==> config.mk <==
export PLATFORM = sky130hd
export DESIGN_NAME = phgpio_port
export DESIGN_NICKNAME = d
export VERILOG_FILES = /design/src/phgpio_pkg.sv /design/src/phgpio_port.sv
export SDC_FILE = /design/constraint.sdc
export NUM_CORES = 1
export LEC_CHECK = 0
export ABC_AREA = 1
export ABC_CLOCK_PERIOD_IN_PS = 800
export BUFFER_PORTS_ARGS = -buffer_cell sky130_fd_sc_hd__clkbuf_2
export CAP_MARGIN = 20
export CORE_MARGIN = 5
export CORE_UTILIZATION = 45
export DETAILED_ROUTE_END_ITERATION = 7
export GPL_TIMING_DRIVEN = 0
export PLACE_DENSITY = 0.74
export SYNTH_ARGS = -nofsm -noshare
export SYNTH_HDL_FRONTEND = slang
export SYNTH_SLANG_ARGS = --single-unit
==> constraint.sdc <==
create_clock -name core_clk -period 0.8 [get_ports core_clk]
set_input_delay 0.04 -clock core_clk [delete_from_list [all_inputs] [get_ports core_clk]]
set_output_delay 0.04 -clock core_clk [all_outputs]
set_load 0.02 [all_outputs]
==> src/phgpio_pkg.sv <==
package phgpio_pkg;
    // Register offsets on the plain register port
    localparam logic [1:0] OFF_PIN_DIRECTION_H = 2'h0;
    localparam logic [1:0] OFF_PIN_LEVEL_H = 2'h1;
    localparam logic [1:0] OFF_OUTPUT_LATCH_H = 2'h2;
    localparam logic [1:0] OFF_ANALOG_PIN_CONFIG = 2'h3;
    // Reset values
    localparam logic [7:0] RST_PIN_DIRECTION_H = 8'hFF;
    localparam logic [7:0] RST_OUTPUT_LATCH_H = 8'h00;
    localparam logic [7:0] RST_ANALOG_PIN_CONFIG = 8'h00;
    // Analog config layout: bits 7:6 unimplemented, read as zero
    localparam int ANA_CFG_WIDTH = 6;
    localparam int ANA_SEL_BIT3_POS = 3;
    // Pin groups
    localparam int EXT_ADDR_LO_PIN = 0;
    localparam int EXT_ADDR_PINS = 4;
    localparam int ANALOG_LO_PIN = 4;
endpackage

==> src/phgpio_port.sv <==
`timescale 1ns/1ps
module phgpio_port #(
    parameter int WIDTH = 8
) (
    input wire logic core_clk,
    input wire logic reset_n,
    input wire logic [1:0] reg_addr,
    input wire logic [7:0] reg_wdata,
    input wire logic reg_wr,
    input wire logic reg_rd,
    output logic [7:0] reg_rdata,
    input wire logic [WIDTH-1:0] pin_in,
    output logic [WIDTH-1:0] pin_out,
    output logic [WIDTH-1:0] pin_oe,
    output logic [WIDTH-1:0] analog_en,
    input wire logic ext_mem_en,
    input wire logic [3:0] ext_addr_hi,
    input wire logic pwm_pin_remap,
    input wire logic pwm_unit3_out_c,
    input wire logic pwm_unit3_out_b,
    input wire logic pwm_unit1_out_c,
    input wire logic pwm_unit1_out_b,
    input wire logic [3:0] pwm_out_en,
    input wire logic [3:0] pwm_shutdown_tristate
);
    ////////////////////////////////////////////////////////////////////////////////
    typedef struct packed {
        logic [WIDTH-1:0] dir;
        logic [WIDTH-1:0] lat;
        logic [phgpio_pkg::ANA_CFG_WIDTH-1:0] acfg;
        logic [WIDTH-1:0] sync1;
        logic [WIDTH-1:0] sync2;
        logic [7:0] rdata;
    } phgpio_state_t;

    phgpio_state_t st_r;
    phgpio_state_t st_nxt;
    logic [WIDTH-1:0] pin_out_c;
    logic [WIDTH-1:0] pin_oe_c;
    logic [3:0] pwm_val;
    logic analog_on;

    assign pwm_val = {pwm_unit1_out_b, pwm_unit1_out_c, pwm_unit3_out_b, pwm_unit3_out_c};
    // Analog select bit 3 clear keeps the high pins set as inputs analog, matching the reset default
    assign analog_on = ~st_r.acfg[phgpio_pkg::ANA_SEL_BIT3_POS];

    ////////////////////////////////////////////////////////////////////////////////
    always_comb begin
        st_nxt = st_r;
        // Pins cross into the clock domain through two flops
        st_nxt.sync1 = pin_in;
        st_nxt.sync2 = st_r.sync1;
        st_nxt.rdata = 8'h00;
        if (reg_wr) begin
            case (reg_addr)
                phgpio_pkg::OFF_PIN_DIRECTION_H: st_nxt.dir = reg_wdata[WIDTH-1:0];
                phgpio_pkg::OFF_PIN_LEVEL_H: st_nxt.lat = reg_wdata[WIDTH-1:0];
                phgpio_pkg::OFF_OUTPUT_LATCH_H: st_nxt.lat = reg_wdata[WIDTH-1:0];
                phgpio_pkg::OFF_ANALOG_PIN_CONFIG: begin
                    st_nxt.acfg = reg_wdata[phgpio_pkg::ANA_CFG_WIDTH-1:0];
                end
                default: st_nxt.lat = st_r.lat;
            endcase
        end
        if (reg_rd) begin
            case (reg_addr)
                phgpio_pkg::OFF_PIN_DIRECTION_H: st_nxt.rdata = 8'(st_r.dir);
                phgpio_pkg::OFF_PIN_LEVEL_H: st_nxt.rdata = 8'(st_r.sync2);
                phgpio_pkg::OFF_OUTPUT_LATCH_H: st_nxt.rdata = 8'(st_r.lat);
                phgpio_pkg::OFF_ANALOG_PIN_CONFIG: st_nxt.rdata = 8'(st_r.acfg);
                default: st_nxt.rdata = 8'h00;
            endcase
        end
    end

    always_ff @(posedge core_clk or negedge reset_n) begin
        if (!reset_n) begin
            st_r.dir <= phgpio_pkg::RST_PIN_DIRECTION_H;
            st_r.lat <= phgpio_pkg::RST_OUTPUT_LATCH_H;
            st_r.acfg <= 6'(phgpio_pkg::RST_ANALOG_PIN_CONFIG);
            st_r.sync1 <= '0;
            st_r.sync2 <= '0;
            st_r.rdata <= 8'h00;
        end else begin
            st_r <= st_nxt;
        end
    end

    ////////////////////////////////////////////////////////////////////////////////
    // Pin muxing is combinational so overrides reach the pad in the same cycle
    for (genvar i = 0; i < WIDTH; i++) begin : g_pin
        always_comb begin
            pin_out_c[i] = st_r.lat[i];
            pin_oe_c[i] = ~st_r.dir[i];
            if (i < phgpio_pkg::EXT_ADDR_PINS) begin
                if (ext_mem_en) begin
                    pin_out_c[i] = ext_addr_hi[i % 4];
                    pin_oe_c[i] = 1'b1;
                end
            end else if (!pwm_pin_remap && !st_r.dir[i] && pwm_out_en[i % 4]) begin
                pin_out_c[i] = pwm_val[i % 4];
                pin_oe_c[i] = ~pwm_shutdown_tristate[i % 4];
            end
        end
        if (i >= phgpio_pkg::ANALOG_LO_PIN) begin : g_ana
            assign analog_en[i] = analog_on & st_r.dir[i];
        end else begin : g_dig
            assign analog_en[i] = 1'b0;
        end
    end

    assign pin_out = pin_out_c;
    assign pin_oe = pin_oe_c;
    assign reg_rdata = st_r.rdata;

    ////////////////////////////////////////////////////////////////////////////////
    property p_reset_inputs;
        @(posedge core_clk) $rose(reset_n) |-> (pin_oe == '0 || ext_mem_en);
    endproperty
    a_reset_inputs: assert property (p_reset_inputs) else $error("pins not inputs after reset");

    property p_dir_out;
        @(posedge core_clk) disable iff (!reset_n)
        (!ext_mem_en && !st_r.dir[0]) |-> (pin_oe[0] && pin_out[0] == st_r.lat[0]);
    endproperty
    a_dir_out: assert property (p_dir_out) else $error("output pin not from latch");

    property p_dir_in;
        @(posedge core_clk) disable iff (!reset_n)
        (!ext_mem_en && st_r.dir[1]) |-> !pin_oe[1];
    endproperty
    a_dir_in: assert property (p_dir_in) else $error("input pin driven");

    property p_lat_rmw;
        @(posedge core_clk) disable iff (!reset_n)
        (reg_wr && reg_addr == phgpio_pkg::OFF_OUTPUT_LATCH_H) ##1
        (reg_rd && reg_addr == phgpio_pkg::OFF_OUTPUT_LATCH_H && !reg_wr)
        |=> reg_rdata == $past(reg_wdata, 2);
    endproperty
    a_lat_rmw: assert property (p_lat_rmw) else $error("latch readback wrong");

    property p_port_read;
        @(posedge core_clk) disable iff (!reset_n)
        (reg_rd && reg_addr == phgpio_pkg::OFF_PIN_LEVEL_H) |=> reg_rdata == $past(pin_in, 3);
    endproperty
    a_port_read: assert property (p_port_read) else $error("port read not pin level");

    property p_ext_addr;
        @(posedge core_clk) disable iff (!reset_n)
        ext_mem_en |-> (pin_oe[3:0] == 4'hF && pin_out[3:0] == ext_addr_hi);
    endproperty
    a_ext_addr: assert property (p_ext_addr) else $error("address lines not driven");

    property p_pwm_map;
        @(posedge core_clk) disable iff (!reset_n)
        (!pwm_pin_remap && !st_r.dir[7] && pwm_out_en[3]) |-> pin_out[7] == pwm_unit1_out_b;
    endproperty
    a_pwm_map: assert property (p_pwm_map) else $error("pwm 1b not on pin 7");

    property p_remap;
        @(posedge core_clk) disable iff (!reset_n)
        (pwm_pin_remap && !st_r.dir[4]) |-> pin_out[4] == st_r.lat[4];
    endproperty
    a_remap: assert property (p_remap) else $error("pwm mapped while remapped");

    property p_shutdown;
        @(posedge core_clk) disable iff (!reset_n)
        (!pwm_pin_remap && !st_r.dir[5] && pwm_out_en[1] && pwm_shutdown_tristate[1])
        |-> !pin_oe[5];
    endproperty
    a_shutdown: assert property (p_shutdown) else $error("pwm not tristated");

    ////////////////////////////////////////////////////////////////////////////////
    // Reset leaves every pin set as input and the high pins analog
    property p_reset_state;
        @(posedge core_clk) $rose(reset_n) |->
        (st_r.dir == phgpio_pkg::RST_PIN_DIRECTION_H &&
         st_r.lat == phgpio_pkg::RST_OUTPUT_LATCH_H);
    endproperty
    a_reset_state: assert property (p_reset_state) else $error("state not reset");

    property p_analog_default;
        @(posedge core_clk) $rose(reset_n) |-> analog_en[7:4] == 4'hF;
    endproperty
    a_analog_default: assert property (p_analog_default) else $error("reset not analog");

    property p_analog_low;
        @(posedge core_clk) disable iff (!reset_n)
        analog_en[3:0] == 4'h0;
    endproperty
    a_analog_low: assert property (p_analog_low) else $error("low pins analog");

    property p_analog_off;
        @(posedge core_clk) disable iff (!reset_n)
        st_r.acfg[phgpio_pkg::ANA_SEL_BIT3_POS] |-> analog_en == '0;
    endproperty
    a_analog_off: assert property (p_analog_off) else $error("analog not off");

    property p_analog_output;
        @(posedge core_clk) disable iff (!reset_n)
        !st_r.dir[4] |-> !analog_en[4];
    endproperty
    a_analog_output: assert property (p_analog_output) else $error("output is analog");

    // Register writes land one cycle later and nothing else moves the state
    property p_dir_write;
        @(posedge core_clk) disable iff (!reset_n)
        (reg_wr && reg_addr == phgpio_pkg::OFF_PIN_DIRECTION_H) |=> st_r.dir == $past(reg_wdata);
    endproperty
    a_dir_write: assert property (p_dir_write) else $error("dir write lost");

    property p_dir_hold;
        @(posedge core_clk) disable iff (!reset_n)
        !(reg_wr && reg_addr == phgpio_pkg::OFF_PIN_DIRECTION_H) |=> $stable(st_r.dir);
    endproperty
    a_dir_hold: assert property (p_dir_hold) else $error("dir changed unasked");

    property p_lat_write;
        @(posedge core_clk) disable iff (!reset_n)
        (reg_wr && reg_addr == phgpio_pkg::OFF_OUTPUT_LATCH_H) |=> st_r.lat == $past(reg_wdata);
    endproperty
    a_lat_write: assert property (p_lat_write) else $error("latch write lost");

    property p_port_write;
        @(posedge core_clk) disable iff (!reset_n)
        (reg_wr && reg_addr == phgpio_pkg::OFF_PIN_LEVEL_H) |=> st_r.lat == $past(reg_wdata);
    endproperty
    a_port_write: assert property (p_port_write) else $error("port write missed");

    property p_lat_hold;
        @(posedge core_clk) disable iff (!reset_n)
        !(reg_wr && (reg_addr == phgpio_pkg::OFF_PIN_LEVEL_H ||
            reg_addr == phgpio_pkg::OFF_OUTPUT_LATCH_H)) |=> $stable(st_r.lat);
    endproperty
    a_lat_hold: assert property (p_lat_hold) else $error("latch changed unasked");

    property p_acfg_write;
        @(posedge core_clk) disable iff (!reset_n)
        (reg_wr && reg_addr == phgpio_pkg::OFF_ANALOG_PIN_CONFIG)
        |=> st_r.acfg == $past(reg_wdata[phgpio_pkg::ANA_CFG_WIDTH-1:0]);
    endproperty
    a_acfg_write: assert property (p_acfg_write) else $error("analog config lost");

    property p_ext_high_free;
        @(posedge core_clk) disable iff (!reset_n)
        (ext_mem_en && pwm_out_en == 4'h0) |-> pin_oe[7:4] == ~st_r.dir[7:4];
    endproperty
    a_ext_high_free: assert property (p_ext_high_free) else $error("high pins moved");

    property p_pwm_all;
        @(posedge core_clk) disable iff (!reset_n)
        (!pwm_pin_remap && pwm_out_en == 4'hF && st_r.dir[7:4] == 4'h0) |->
        pin_out[7:4] == {pwm_unit1_out_b, pwm_unit1_out_c, pwm_unit3_out_b, pwm_unit3_out_c};
    endproperty
    a_pwm_all: assert property (p_pwm_all) else $error("pwm on wrong pins");

    property p_remap_oe;
        @(posedge core_clk) disable iff (!reset_n)
        (pwm_pin_remap && !st_r.dir[6]) |-> (pin_oe[6] && pin_out[6] == st_r.lat[6]);
    endproperty
    a_remap_oe: assert property (p_remap_oe) else $error("remapped pin not port data");

    property p_shutdown_off;
        @(posedge core_clk) disable iff (!reset_n)
        (!pwm_pin_remap && !st_r.dir[6] && pwm_out_en[2] && !pwm_shutdown_tristate[2])
        |-> (pin_oe[6] && pin_out[6] == pwm_unit1_out_c);
    endproperty
    a_shutdown_off: assert property (p_shutdown_off) else $error("pwm not driven");

    // One pair per pin; only the memory interface may drive a pin set as input
    for (genvar k = 0; k < WIDTH; k++) begin : g_pin_chk
        property p_pin_released;
            @(posedge core_clk) disable iff (!reset_n)
            (st_r.dir[k] && !(k < phgpio_pkg::EXT_ADDR_PINS && ext_mem_en)) |-> !pin_oe[k];
        endproperty
        a_pin_released: assert property (p_pin_released) else $error("input driven");

        property p_pin_driven;
            @(posedge core_clk) disable iff (!reset_n)
            (!st_r.dir[k] && !ext_mem_en && pwm_out_en == 4'h0)
            |-> (pin_oe[k] && pin_out[k] == st_r.lat[k]);
        endproperty
        a_pin_driven: assert property (p_pin_driven) else $error("output not latch");
    end

    c_ext: cover property (@(posedge core_clk) disable iff (!reset_n) ext_mem_en);
    c_pwm: cover property (@(posedge core_clk) disable iff (!reset_n)
        !pwm_pin_remap && pwm_out_en[0] && !st_r.dir[4]);
    c_port_rd: cover property (@(posedge core_clk) disable iff (!reset_n)
        reg_rd && reg_addr == phgpio_pkg::OFF_PIN_LEVEL_H);
    c_remap: cover property (@(posedge core_clk) disable iff (!reset_n)
        pwm_pin_remap && !st_r.dir[4]);
    c_shutdown: cover property (@(posedge core_clk) disable iff (!reset_n)
        pwm_shutdown_tristate[0] && pwm_out_en[0] && !st_r.dir[4]);
endmodule

* After elaboration in Yosys (flattened, before gate mapping) *
Index checks and enable logic that the tools add are counted.

storage, ports and cells
  bits in registers = 46
  latch bits = 0
  bits in writable memories = 0
  bits in read-only memories = 0
  input port bits = 40
  output and inout port bits = 32
  logic and storage cells = 62
  memories kept = 0

operators by class
  add/subtract/negate cells = 0
  multipliers = 0
  div/mod/pow operators = 0
  $lt $le $gt $ge = 0
  equality and inequality tests = 3
  shift operators = 0
  muxes and demuxes = 18
  bitwise logic cells = 17
  reduce and logical (&&, ||, !) cells = 18

operators with widths
  kind                                                             number
  8-bit one-hot mux with 4 select lines                            1
  1-bit two-way mux                                                16
  1-bit inverter                                                   13
  1-bit logical AND                                                8
  8-bit two-way mux                                                1
  2-bit AND reduction                                              3
  1-bit zero test                                                  5
  1-bit AND                                                        4
  2-bit == test, second input constant                             2
  2-bit by 1-bit == test with 1-bit output, second input constant  1
  2-bit zero test                                                  1
  2-bit OR reduction                                               1

* Depth between registers and ports, before layout *
Gate-level depths: netlist (run 1).

  word-level depth = 4
  mapped depth = 7
  gate-level depth less buffers = 6

* Worst setup path before layout (run 1) *
No wires, ideal clock.

  kind = register -> output
  start = register st_r[42] (netlist name)
  end = output analog_en[4]
  arrival time = 0.862 ns
  data required time = 0.760 ns
  slack = -0.102 ns
  stages on the path, launching flop included = 3
  path buffers = 0
  cell sequence = dfstp_2 inv_1 nor2_1

between the ends
  word-level cells in the longest chain between the ends = 1

RTL lines
  item                    line                RTL
  start, declared         phgpio_port.sv:36   phgpio_state_t st_r;
  start signal, assigned  phgpio_port.sv:85   st_r <= st_nxt;
  1-bit AND               phgpio_port.sv:106  assign analog_en[i] = analog_on & st_r.dir[i];
  end, declared           phgpio_port.sv:15   output logic [WIDTH-1:0] analog_en,

No other way between the ends.

* Final worst setup path (run 1) *
  start = register st_r[42] (netlist name)
  end = output pin_out[4]

between the ends
  word-level cells in the longest chain between the ends = 4

RTL lines
  item                            line                RTL
  1-bit zero test                 phgpio_port.sv:100  end else if (!pwm_pin_remap && !st_r.dir[i] && pwm_out_en[i % 4]) begin
  1-bit logical AND (2 in a row)  phgpio_port.sv:100
  1-bit two-way mux               phgpio_port.sv:100
  end, declared                   phgpio_port.sv:13   output logic [WIDTH-1:0] pin_out,

No other way between the ends.

==> results.md, run 1 <==
- Leading area contributor after synthesis: dfrtp_1
- RSZ-0062 raised after global routing: true
- Arr. time, crit path: ~1.2 ns
- Die ar.: about 0.0063 sq mm
- Chip Height: roughly 79 microns
- Vias in the first global route: around 1900
- Mapped Avg Cell Area: about 9 sq um
- Die outline width: 79.46 microns
- Area share of the largest cell type after synthesis: around 44%
- Tmin final: 1.264 ns
- Clock Path Buffers: 2
- HPWL Detailed: 3.480 mm
- Root buf cell: clkbuf_8
- Cells after Synth: ~240
- VDD IR max: 1.420 mV
- Failing checks: hold timing, setup timing
- Synth warnings: 0
- DR DRC count: 0
- Cell Area, Synth: between 0.002 and 0.0025 sq mm
- ANT nets after route: 0
- Hold Path Class: input pin to asynchronous set/reset pin
- Slack of the critical path: -0.4640 ns
- Initial antenna violation count: 0
- Tcrit/Tclk final: 158.0%
- Drt initial violations: 75
- Max-cap viol count: 0
- Placement Setup Slack: -0.2519 ns
- # IOs: 72
- GRT Total Usage: ~18%
- R2R Path Start: st_r[40]
- CTS H-tree lvls: 2
- Final Core Density: 70.32%
- FF-to-FF path depth: 4
- Core area: 0.004692 sq mm
- Pwr dens: between 2000 and 2500 mW/mm^2
- First-pass GRT wire length: about 8.8 mm
- Routability cong.: roughly 0.79
- RR Endpoint: reg_rdata[2]
- Synth top area cells: dfrtp_1 (44%), nand2_1 (15%), dfstp_2 (9.7%)
- CP max FO: 4
- Filler cells: between 300 and 400
- CTS tree: built
- Avg WL per Cell: about 14 microns
- Total grt overflow: 0
- Critical Path RT: about 0.76 ns
- Via Count: ~1900
- Drt pass-1 iters: 4
- #FFs+latches synth: between 40 and 50
- Ratio of cells with drive above 1 in the final layout: 54.60%
- Nets: 381
- CP endpoint kind: primary output
- Hold-fix buffers, CTS: 10
- Number of vias per cell: 4.834
- FP Rows: 25
- Slew Limit Fails: 0
- Pin count of the biggest net entering global routing: 47
- Setup Viol. Count Final: 45
- Leak pwr: between 1.5 and 2 nW
- ANT cells: 0
- Clk_lat worst skew: 0.30 ns
- Tot Pwr: 6.674 mW
- Run status: finished with violations
- Starting Density: roughly 46%
- Sequential share of the synthesized area: a little over half
- Post-synth cell types: 16
- Post-Route WL: between 5 and 6 mm
- Final hold vios: between 40 and 50
- Final clock skew: between 0.005 and 0.006 ns
- Critical path startpoint category: register
- Worst setup path category: register to primary output
- Area Overhead vs Synth: 51.99%
- Clock sinks: 46
- Highest clock rate: 791.2 MHz
- Cts bufs inserted: 5
- R2r setup slk: -0.17 ns
- # port buffers: between 60 and 70
- Clock transition at path regs: 0.09 ns
- Worst hold slack: -0.3581 ns
==> cells by family after synthesis <==
| family | Yosys count | share of synthesized area, % |
|---|---|---|
| AND/OR/NAND/NOR | 121 | 22.19 |
| flip-flops | 46 | 53.49 |
| buffers and inverters | 40 | 10.55 |
| AO/OA/AOI/OAI | 30 | 10.72 |
| adder cells (fa/ha/maj) | 5 | 2.882 |
| other | 1 | 0.1727 |
==> Yosys cell counts (all sizes together) <==
cell type / n
nand2: 89
dfrtp: 38
o21ai: 30
inv: 21
nor2: 20
buf: 19
dfstp: 8
nand3: 8
ha: 5
nand4: 4
conb: 1
==> worst max-delay path by stage <==
stage	start	to	slack, ns	cells after the start
CTS	st_r[45]	pin_out[7]	-0.44	5
detailed placement	reg_addr[0]	reg_rdata[4]	-0.25	8
floorplan	st_r[43]	pin_out[5]	-0.02	4
finish	st_r[42]	pin_out[4]	-0.46	4
global route	st_r[42]	pin_out[4]	-0.51	4
global placement	reg_addr[0]	st_r[27]	-0.23	6
==> critical path, cell delays in order (launching register included) <==
cell	delay, ns
dfstp_2	0.57
inv_4	0.06
nand4_1	0.10
nand2_2	0.08
buf_8	0.13
==> repair_timing <==
action | 4_1_cts | 5_1_grt
setup endpoints to repair | 33 | 46
endpoints found under the hold margin | 49 | 13
gates resized for setup | 59 | 57
pin swaps | 19 | 13
setup buffers | 11 | 4
==> area by class of cell <==
class / instances / area [sq um] / area share, %
sequential: 46 / 1162 / 35.23
multi-input combinational: 160 / 924.6 / 28.02
timing repair buffer: 91 / 852.1 / 25.82
buffer: 11 / 90.09 / 2.730
inverter: 21 / 88.84 / 2.692
clock buffer: 5 / 68.82 / 2.086
tap: 54 / 67.56 / 2.048
clock inverter: 3 / 45.04 / 1.365
==> cell usage in the layout, fill, tap and decap left out, types with 8 or more instances in the layout <==
master,count
dlygate4sd3_1,10
nand2_2,29
clkbuf_8,20
o21ai_2,26
dfstp_2,8
inv_1,10
nand2_1,60
dfrtp_1,37
clkbuf_2,39
buf_8,12
buf_6,16
nor2_1,16
==> power breakdown <==
group          total [mW]  internal (mW)  switching, mW  leakage, nW
combinational        2.10           1.07           1.03         1.09
sequential           2.85           2.63          0.217        0.549
clock                1.72          0.929          0.793       0.0504
total                6.67           4.63           2.04         1.69
==> routing by layer <==
metal | vias up | wire, microns | global-route usage, %
met1 | 883 | 2259 | 22.25
li1 | 932 | - | -
met3 | 9 | 353 | 4.515
met2 | 66 | 2719 | 30.72
met5 | - | 0 | 0
met4 | 0 | 118 | 7.560
==> state kept, by name, summed over array words and instances, names as in the netlist <==
signal     flops
st_r          30
st_nxt         8
reg_rdata      8
==> per-stage QoR <==
| stage | TNS [ns] | hold WS, ns | instance area (sq um) | instances |
|---|---|---|---|---|
| after floorplan | -0.1078 | -0.2556 | 2240 | 246 |
| after global placement | -13.19 | 0.1483 | 2643 | 367 |
| after detailed placement | -14.91 | 0.1496 | 2643 | 367 |
| after CTS | -8.223 | -0.03077 | 3129 | 388 |
| after global routing | -10.58 | -0.3479 | 3299 | 391 |
| final | -8.500 | -0.3581 | 3299 | 391 |
(Power assumes the default switching activity.)
==> inputs of run 2 (changes only) <==
--- a/config.mk
+++ b/config.mk
@@ -12,7 +12,6 @@
 export CORE_MARGIN = 5
 export CORE_UTILIZATION = 45
 export DETAILED_ROUTE_END_ITERATION = 7
-export GPL_TIMING_DRIVEN = 0
 export PLACE_DENSITY = 0.74
 export SYNTH_ARGS = -nofsm -noshare
 export SYNTH_HDL_FRONTEND = slang
==> results.md, run 2 (synthesized netlist as in run 1, its figures left out) <==
- Run status: finished with violations
- Failing checks: setup timing
- ANT nets after route: 0
- Slowest CP cell: dfstp_2
- Final hold vios: 0
- Clk_lat worst skew: around 0.30 ns
- Hold Path Class: input pin to register
- Tcrit/Tclk final: 157.6%
- Pwr dens: roughly 2100 mW/mm^2
- GRT Total Usage: 17.96%
- Drt pass-1 iters: 4
- Starting Density: between 40% and 50%
- CTS tree: built
- Die outline width: between 70 and 80 microns
- DR DRC count: 0
- Number of vias per cell: 4.859
- Buf/Inv on CP: 2
- Tot Pwr: approximately 7.1 mW
- Leak pwr: around 1.7 nW
- Clock Path Buffers: 2
- Crit-path max cell delay: ~0.57 ns
- Met2 wire length: 2.929 mm
- Pin count of the biggest net entering global routing: 47
- Initial antenna violation count: 0
- FP Rows: 25
- Nets: 380
- Setup Viol. Count Final: 44
- VDD IR max: between 1 and 1.5 mV
- Final std cells w/o fill: 390
- # IOs: 72
- CTS H-tree lvls: 2
- HPWL Detailed: roughly 3.6 mm
- Post-Route WL: 5.329 mm
- Area Overhead vs Synth: 54.81%
- Register area: about 0.0012 sq mm
- Placement Setup Slack: -0.2156 ns
- Final clock skew: around 0.0034 ns
- Avg WL per Cell: ~14 microns
- Via Count: roughly 1900
- Worst setup path category: register to primary output
- RSZ-0062 raised after global routing: true
- Most common cell after layout, fill and taps aside: nand2_1
- CP endpoint kind: primary output
- Chip Height: slightly below 80 microns
- Most frequent cells in the layout: nand2_1 (58), clkbuf_2 (39), dfrtp_1 (37)
- Max-cap viol count: 0
- Tmin final: 1.261 ns
- Critical Path RT: about 0.76 ns
- Top layer used by detailed routing: met4
- Clock sinks: 46
- Drt initial violations: 70
- Final Core Density: a little under three quarters
- Met3 WL: between 300 and 400 microns
- Total grt overflow: 0
- Crit-path cells: inv_4, nand4_1, nand2_2, buf_8
- Most flop-heavy register: st_r
- Family with the most delay on the worst path: flip-flops
- ANT cells: 0
- Placed insts: between 300 and 400
- # port buffers: 67
- Worst hold slack: approximately 0.0066 ns
- Highest clock rate: slightly below 800 MHz
- Critical path startpoint category: register
- Vias in the first global route: between 1500 and 2000
- Multi-input logic area: 943.4 sq um
- Clock transition at path regs: approximately 0.09 ns
- Ratio of cells with drive above 1 in the final layout: 55.36%
- Cts bufs inserted: 5
- Filler cells: about 340
- First-pass GRT wire length: around 9 mm
- Core area: 0.004692 sq mm
- Slack of the critical path: -0.4606 ns
- CP max FO: 4
- Max reg flops: 30
- Routability cong.: 0.8016
- Root buf cell: clkbuf_8
- Slew Limit Fails: 0
- Arr. time, crit path: 1.22 ns
- WL met1: between 1.5 and 2 mm
- Die ar.: about 0.0063 sq mm
-- run 2: area by class of cell --
type | instances | share of cell area [%]
clock buffers | 5 | 2.048
clock inverters | 3 | 2.048
inverters | 21 | 2.643
multi-input cells | 160 | 28.07
flip-flops and latches | 46 | 34.59
well taps | 54 | 2.010
repair buffers | 101 | 28.59
-- run 2: timing repair --
| item | 4_1_cts | 5_1_grt |
|---|---|---|
| gates resized for setup | 50 | 84 |
| hold buffers | 11 | 0 |
| setup endpoints to repair | 39 | 46 |
| hold endpoints to repair | 56 | 0 |
| setup buffers | 10 | 4 |
| cloned | 0 | 0 |
| pin swaps | 20 | 10 |
-- run 2: routing by layer --
layer  vias to the layer above  global-route usage (%)
li1                        930                       -
met1                       897                   20.06
met2                        61                   32.80
met3                         7                   4.063
met4                         0                   7.045
met5                         -                       0
-- run 2: stage by stage --
stage | instance area (sq um) | TNS [ns]
5_1_grt | 3361 | -10.21
3_3_place_gp | 2673 | -3.061
3_5_place_dp | 2673 | -3.896
4_1_cts | 3191 | -8.502
2_1_floorplan | 2240 | -0.1078
6_report | 3361 | -8.433
-- run 2: final timing paths --
kind                                   start  slack [ns]  cells past startpoint      endpoint
worst max-delay path                st_r[43]       -0.46                      4    pin_out[5]
max in group asynchronous            reset_n        0.28                      3      st_r[40]
min in group asynchronous            reset_n        0.24                      3      st_r[32]
worst max register to register      st_r[45]       -0.17                      4  reg_rdata[7]
worst min register to register    st_nxt[10]        0.36                      0      st_r[10]
worst min-delay path            reg_wdata[1]       0.007                      3      st_r[39]
-- run 2: worst reg2reg max path, stage by stage, from the launching register on --
cell and delay [ns]:
dfstp_2 0.56, buf_4 0.11, buf_6 0.09, o21ai_1 0.06, nor2_1 0.09
-- run 2: where the power goes --
group / leakage (nW) / internal [mW] / total, mW / switching [mW]
Sequential: 0.549 / 2.63 / 2.86 / 0.228
Clock: 0.0683 / 1.25 / 2.05 / 0.796
Combinational: 1.10 / 1.09 / 2.15 / 1.06
==> inputs of run 3 (changes only) <==
--- a/config.mk
+++ b/config.mk
@@ -10,9 +10,9 @@
 export BUFFER_PORTS_ARGS = -buffer_cell sky130_fd_sc_hd__clkbuf_2
 export CAP_MARGIN = 20
 export CORE_MARGIN = 5
-export CORE_UTILIZATION = 45
+export CORE_UTILIZATION = 30
 export DETAILED_ROUTE_END_ITERATION = 7
-export PLACE_DENSITY = 0.74
+export PLACE_DENSITY = 0.53
 export SYNTH_ARGS = -nofsm -noshare
 export SYNTH_HDL_FRONTEND = slang
 export SYNTH_SLANG_ARGS = --single-unit
==> results.md, run 3 (synthesized netlist as in run 1, its figures left out) <==
- CTS tree: built
- Via Count: 1889
- ANT cells: 0
- Tcrit/Tclk final: 151.4%
- Filler cells: ~700
- Avg WL per Cell: 12.05 microns
- Post-Route WL: ~5.3 mm
- Most frequent cells in the layout: nand2_1 (58), clkbuf_2 (39), dfrtp_1 (37)
- CTS H-tree lvls: 2
- Core area: between 0.007 and 0.008 sq mm
- Critical path startpoint category: register
- Clock Path Buffers: 2
- Initial antenna violation count: 0
- Leak pwr: 1.709 nW
- Die outline width: about 95 microns
- Arr. time, crit path: 1.17 ns
- Drt initial violations: 55
- CP max FO: 4
- Final std cells w/o fill: ~440
- Setup tns final: -8.314 ns
- Internal power: 4.357 mW
- Slack of the critical path: -0.4116 ns
- Area Overhead vs Synth: 55.73%
- Clock share of power: around a fifth
- Max reg flops: 30
- CP endpoint kind: primary output
- FP Rows: 31
- Max-cap viol count: 0
- Placed Area: about 0.0027 sq mm
- FF-to-FF path depth: 4
- Slew Limit Fails: 0
- Tot Pwr: between 6 and 7 mW
- Routing usage on met1: approximately 15%
- VDD IR max: ~0.8 mV
- Final hold vios: 0
- Failing checks: setup timing
- Clock transition at path regs: approximately 0.080 ns
- Worst hold slack: between 0.02 and 0.025 ns
- Most common cell after layout, fill and taps aside: nand2_1
- Nets: just under 400
- Pwr dens: 1865 mW/mm^2
- Hold path depth: 3
- Final instance area: around 0.0034 sq mm
- Ratio of cells with drive above 1 in the final layout: approximately 55%
- GRT Total Usage: approximately an eighth
- GR Layer Usage met2: a little over a fifth
- Gr busiest metal: met2
- Cts bufs inserted: 5
- Final clock skew: slightly below 0.007 ns
- Hold Path Class: input pin to register
- Drt pass-1 iters: 4
- Comb pwr share: 34.3%
- Chip Height: approximately 95 microns
- Run status: finished with violations
- HPWL Detailed: 3.721 mm
- Routability cong.: approximately 0.8
- Clock sinks: 46
- Sw frac: a little under a third
- Total grt overflow: 0
- ANT nets after route: 0
- RSZ-0062 raised after global routing: true
- Die ar.: around 0.0090 sq mm
- Setup Viol. Count Final: 47
- Worst setup path category: register to primary output
- # port buffers: 67
- Root buf cell: clkbuf_8
- DR DRC count: 0
- Most flop-heavy register: st_r
- Reg power frac: 45.1%
- P_sw: 1.948 mW
- First-pass GRT wire length: roughly 8.6 mm
- Tmin final: ~1.2 ns
- Number of vias per cell: about 4.3
- Placed insts: roughly 410
- Vias in the first global route: 1883
- Clk_lat worst skew: slightly below 0.3 ns
- Highest clock rate: between 800 and 900 MHz
- Critical Path RT: between 0.7 and 0.8 ns
- # IOs: slightly above 70
- Met3 GRT Util: roughly 3.2%
- Pin count of the biggest net entering global routing: between 40 and 50
- Starting Density: between 30% and 40%
[run 3: cell types whose count changed in the layout (fill, tap and decap cells not counted), sizes merged]
cell    delta
buf        +4
bufinv     -2
clkbuf     +1
clkinv     +1
[run 3: timing repair]
item,4_1_cts,5_1_grt
pin swaps,16,16
buffers inserted,10,3
gates cloned,0,0
endpoints found under the setup margin,38,46
hold buffers,11,0
endpoints found under the hold margin,56,0
resized for setup,45,80
[run 3: layout make-up]
cell class              count  area (sq um)  area share (%)
inverters                  21         86.33           2.554
repair buffers            106          1008           29.83
clock inverters             2         10.01          0.2961
clock buffers               5         68.82           2.036
multi-input cells         160         920.9           27.24
well taps                  99         123.9           3.664
flip-flops and latches     46          1162           34.38
[run 3: metrics by stage]
stage	utilization, %	setup slack (ns)
global placement	38.34	-0.2098
detailed placement	38.34	-0.2262
floorplan	-	-0.02225
global route	47.37	-0.4666
CTS	44.55	-0.4328
finish	47.37	-0.4116
[run 3: path summary, 6_finish.rpt]
check,endpoint,slack [ns],from
max in group asynchronous,st_r[45],0.27,reset_n
min in group asynchronous,st_r[26],0.25,reset_n
min,st_r[43],0.02,reg_wdata[5]
min reg2reg,st_r[12],0.35,st_nxt[12]
max,pin_out[7],-0.41,st_r[45]
max reg2reg,reg_rdata[4],-0.21,st_r[42]
[run 3: power by group through the flow]
stage | sequential (mW) | clock, mW | combinational [mW]
floorplan | 2.80 | 0 | 0.969
global placement | 2.87 | 0 | 1.44
detailed placement | 2.87 | 0 | 1.46
CTS | 2.81 | 1.36 | 1.89
global route | 2.88 | 1.45 | 2.35
finish | 2.84 | 1.30 | 2.16
[run 3: metal layers]
metal | share of wire (%) | routed length, microns | vias to the layer above
li1 | - | - | 937
met1 | 41 | 2173 | 874
met2 | 51 | 2682 | 71
met3 | 7.1 | 374 | 7
met4 | 1.2 | 61 | 0
met5 | 0 | 0 | -
[run 3: worst max-delay path, stage by stage, from the launching register on]
cell and delay (ns):
dfstp_2 0.56, inv_4 0.05, nand3_2 0.04, nand2_1 0.05, nand2_2 0.07, buf_8 0.11
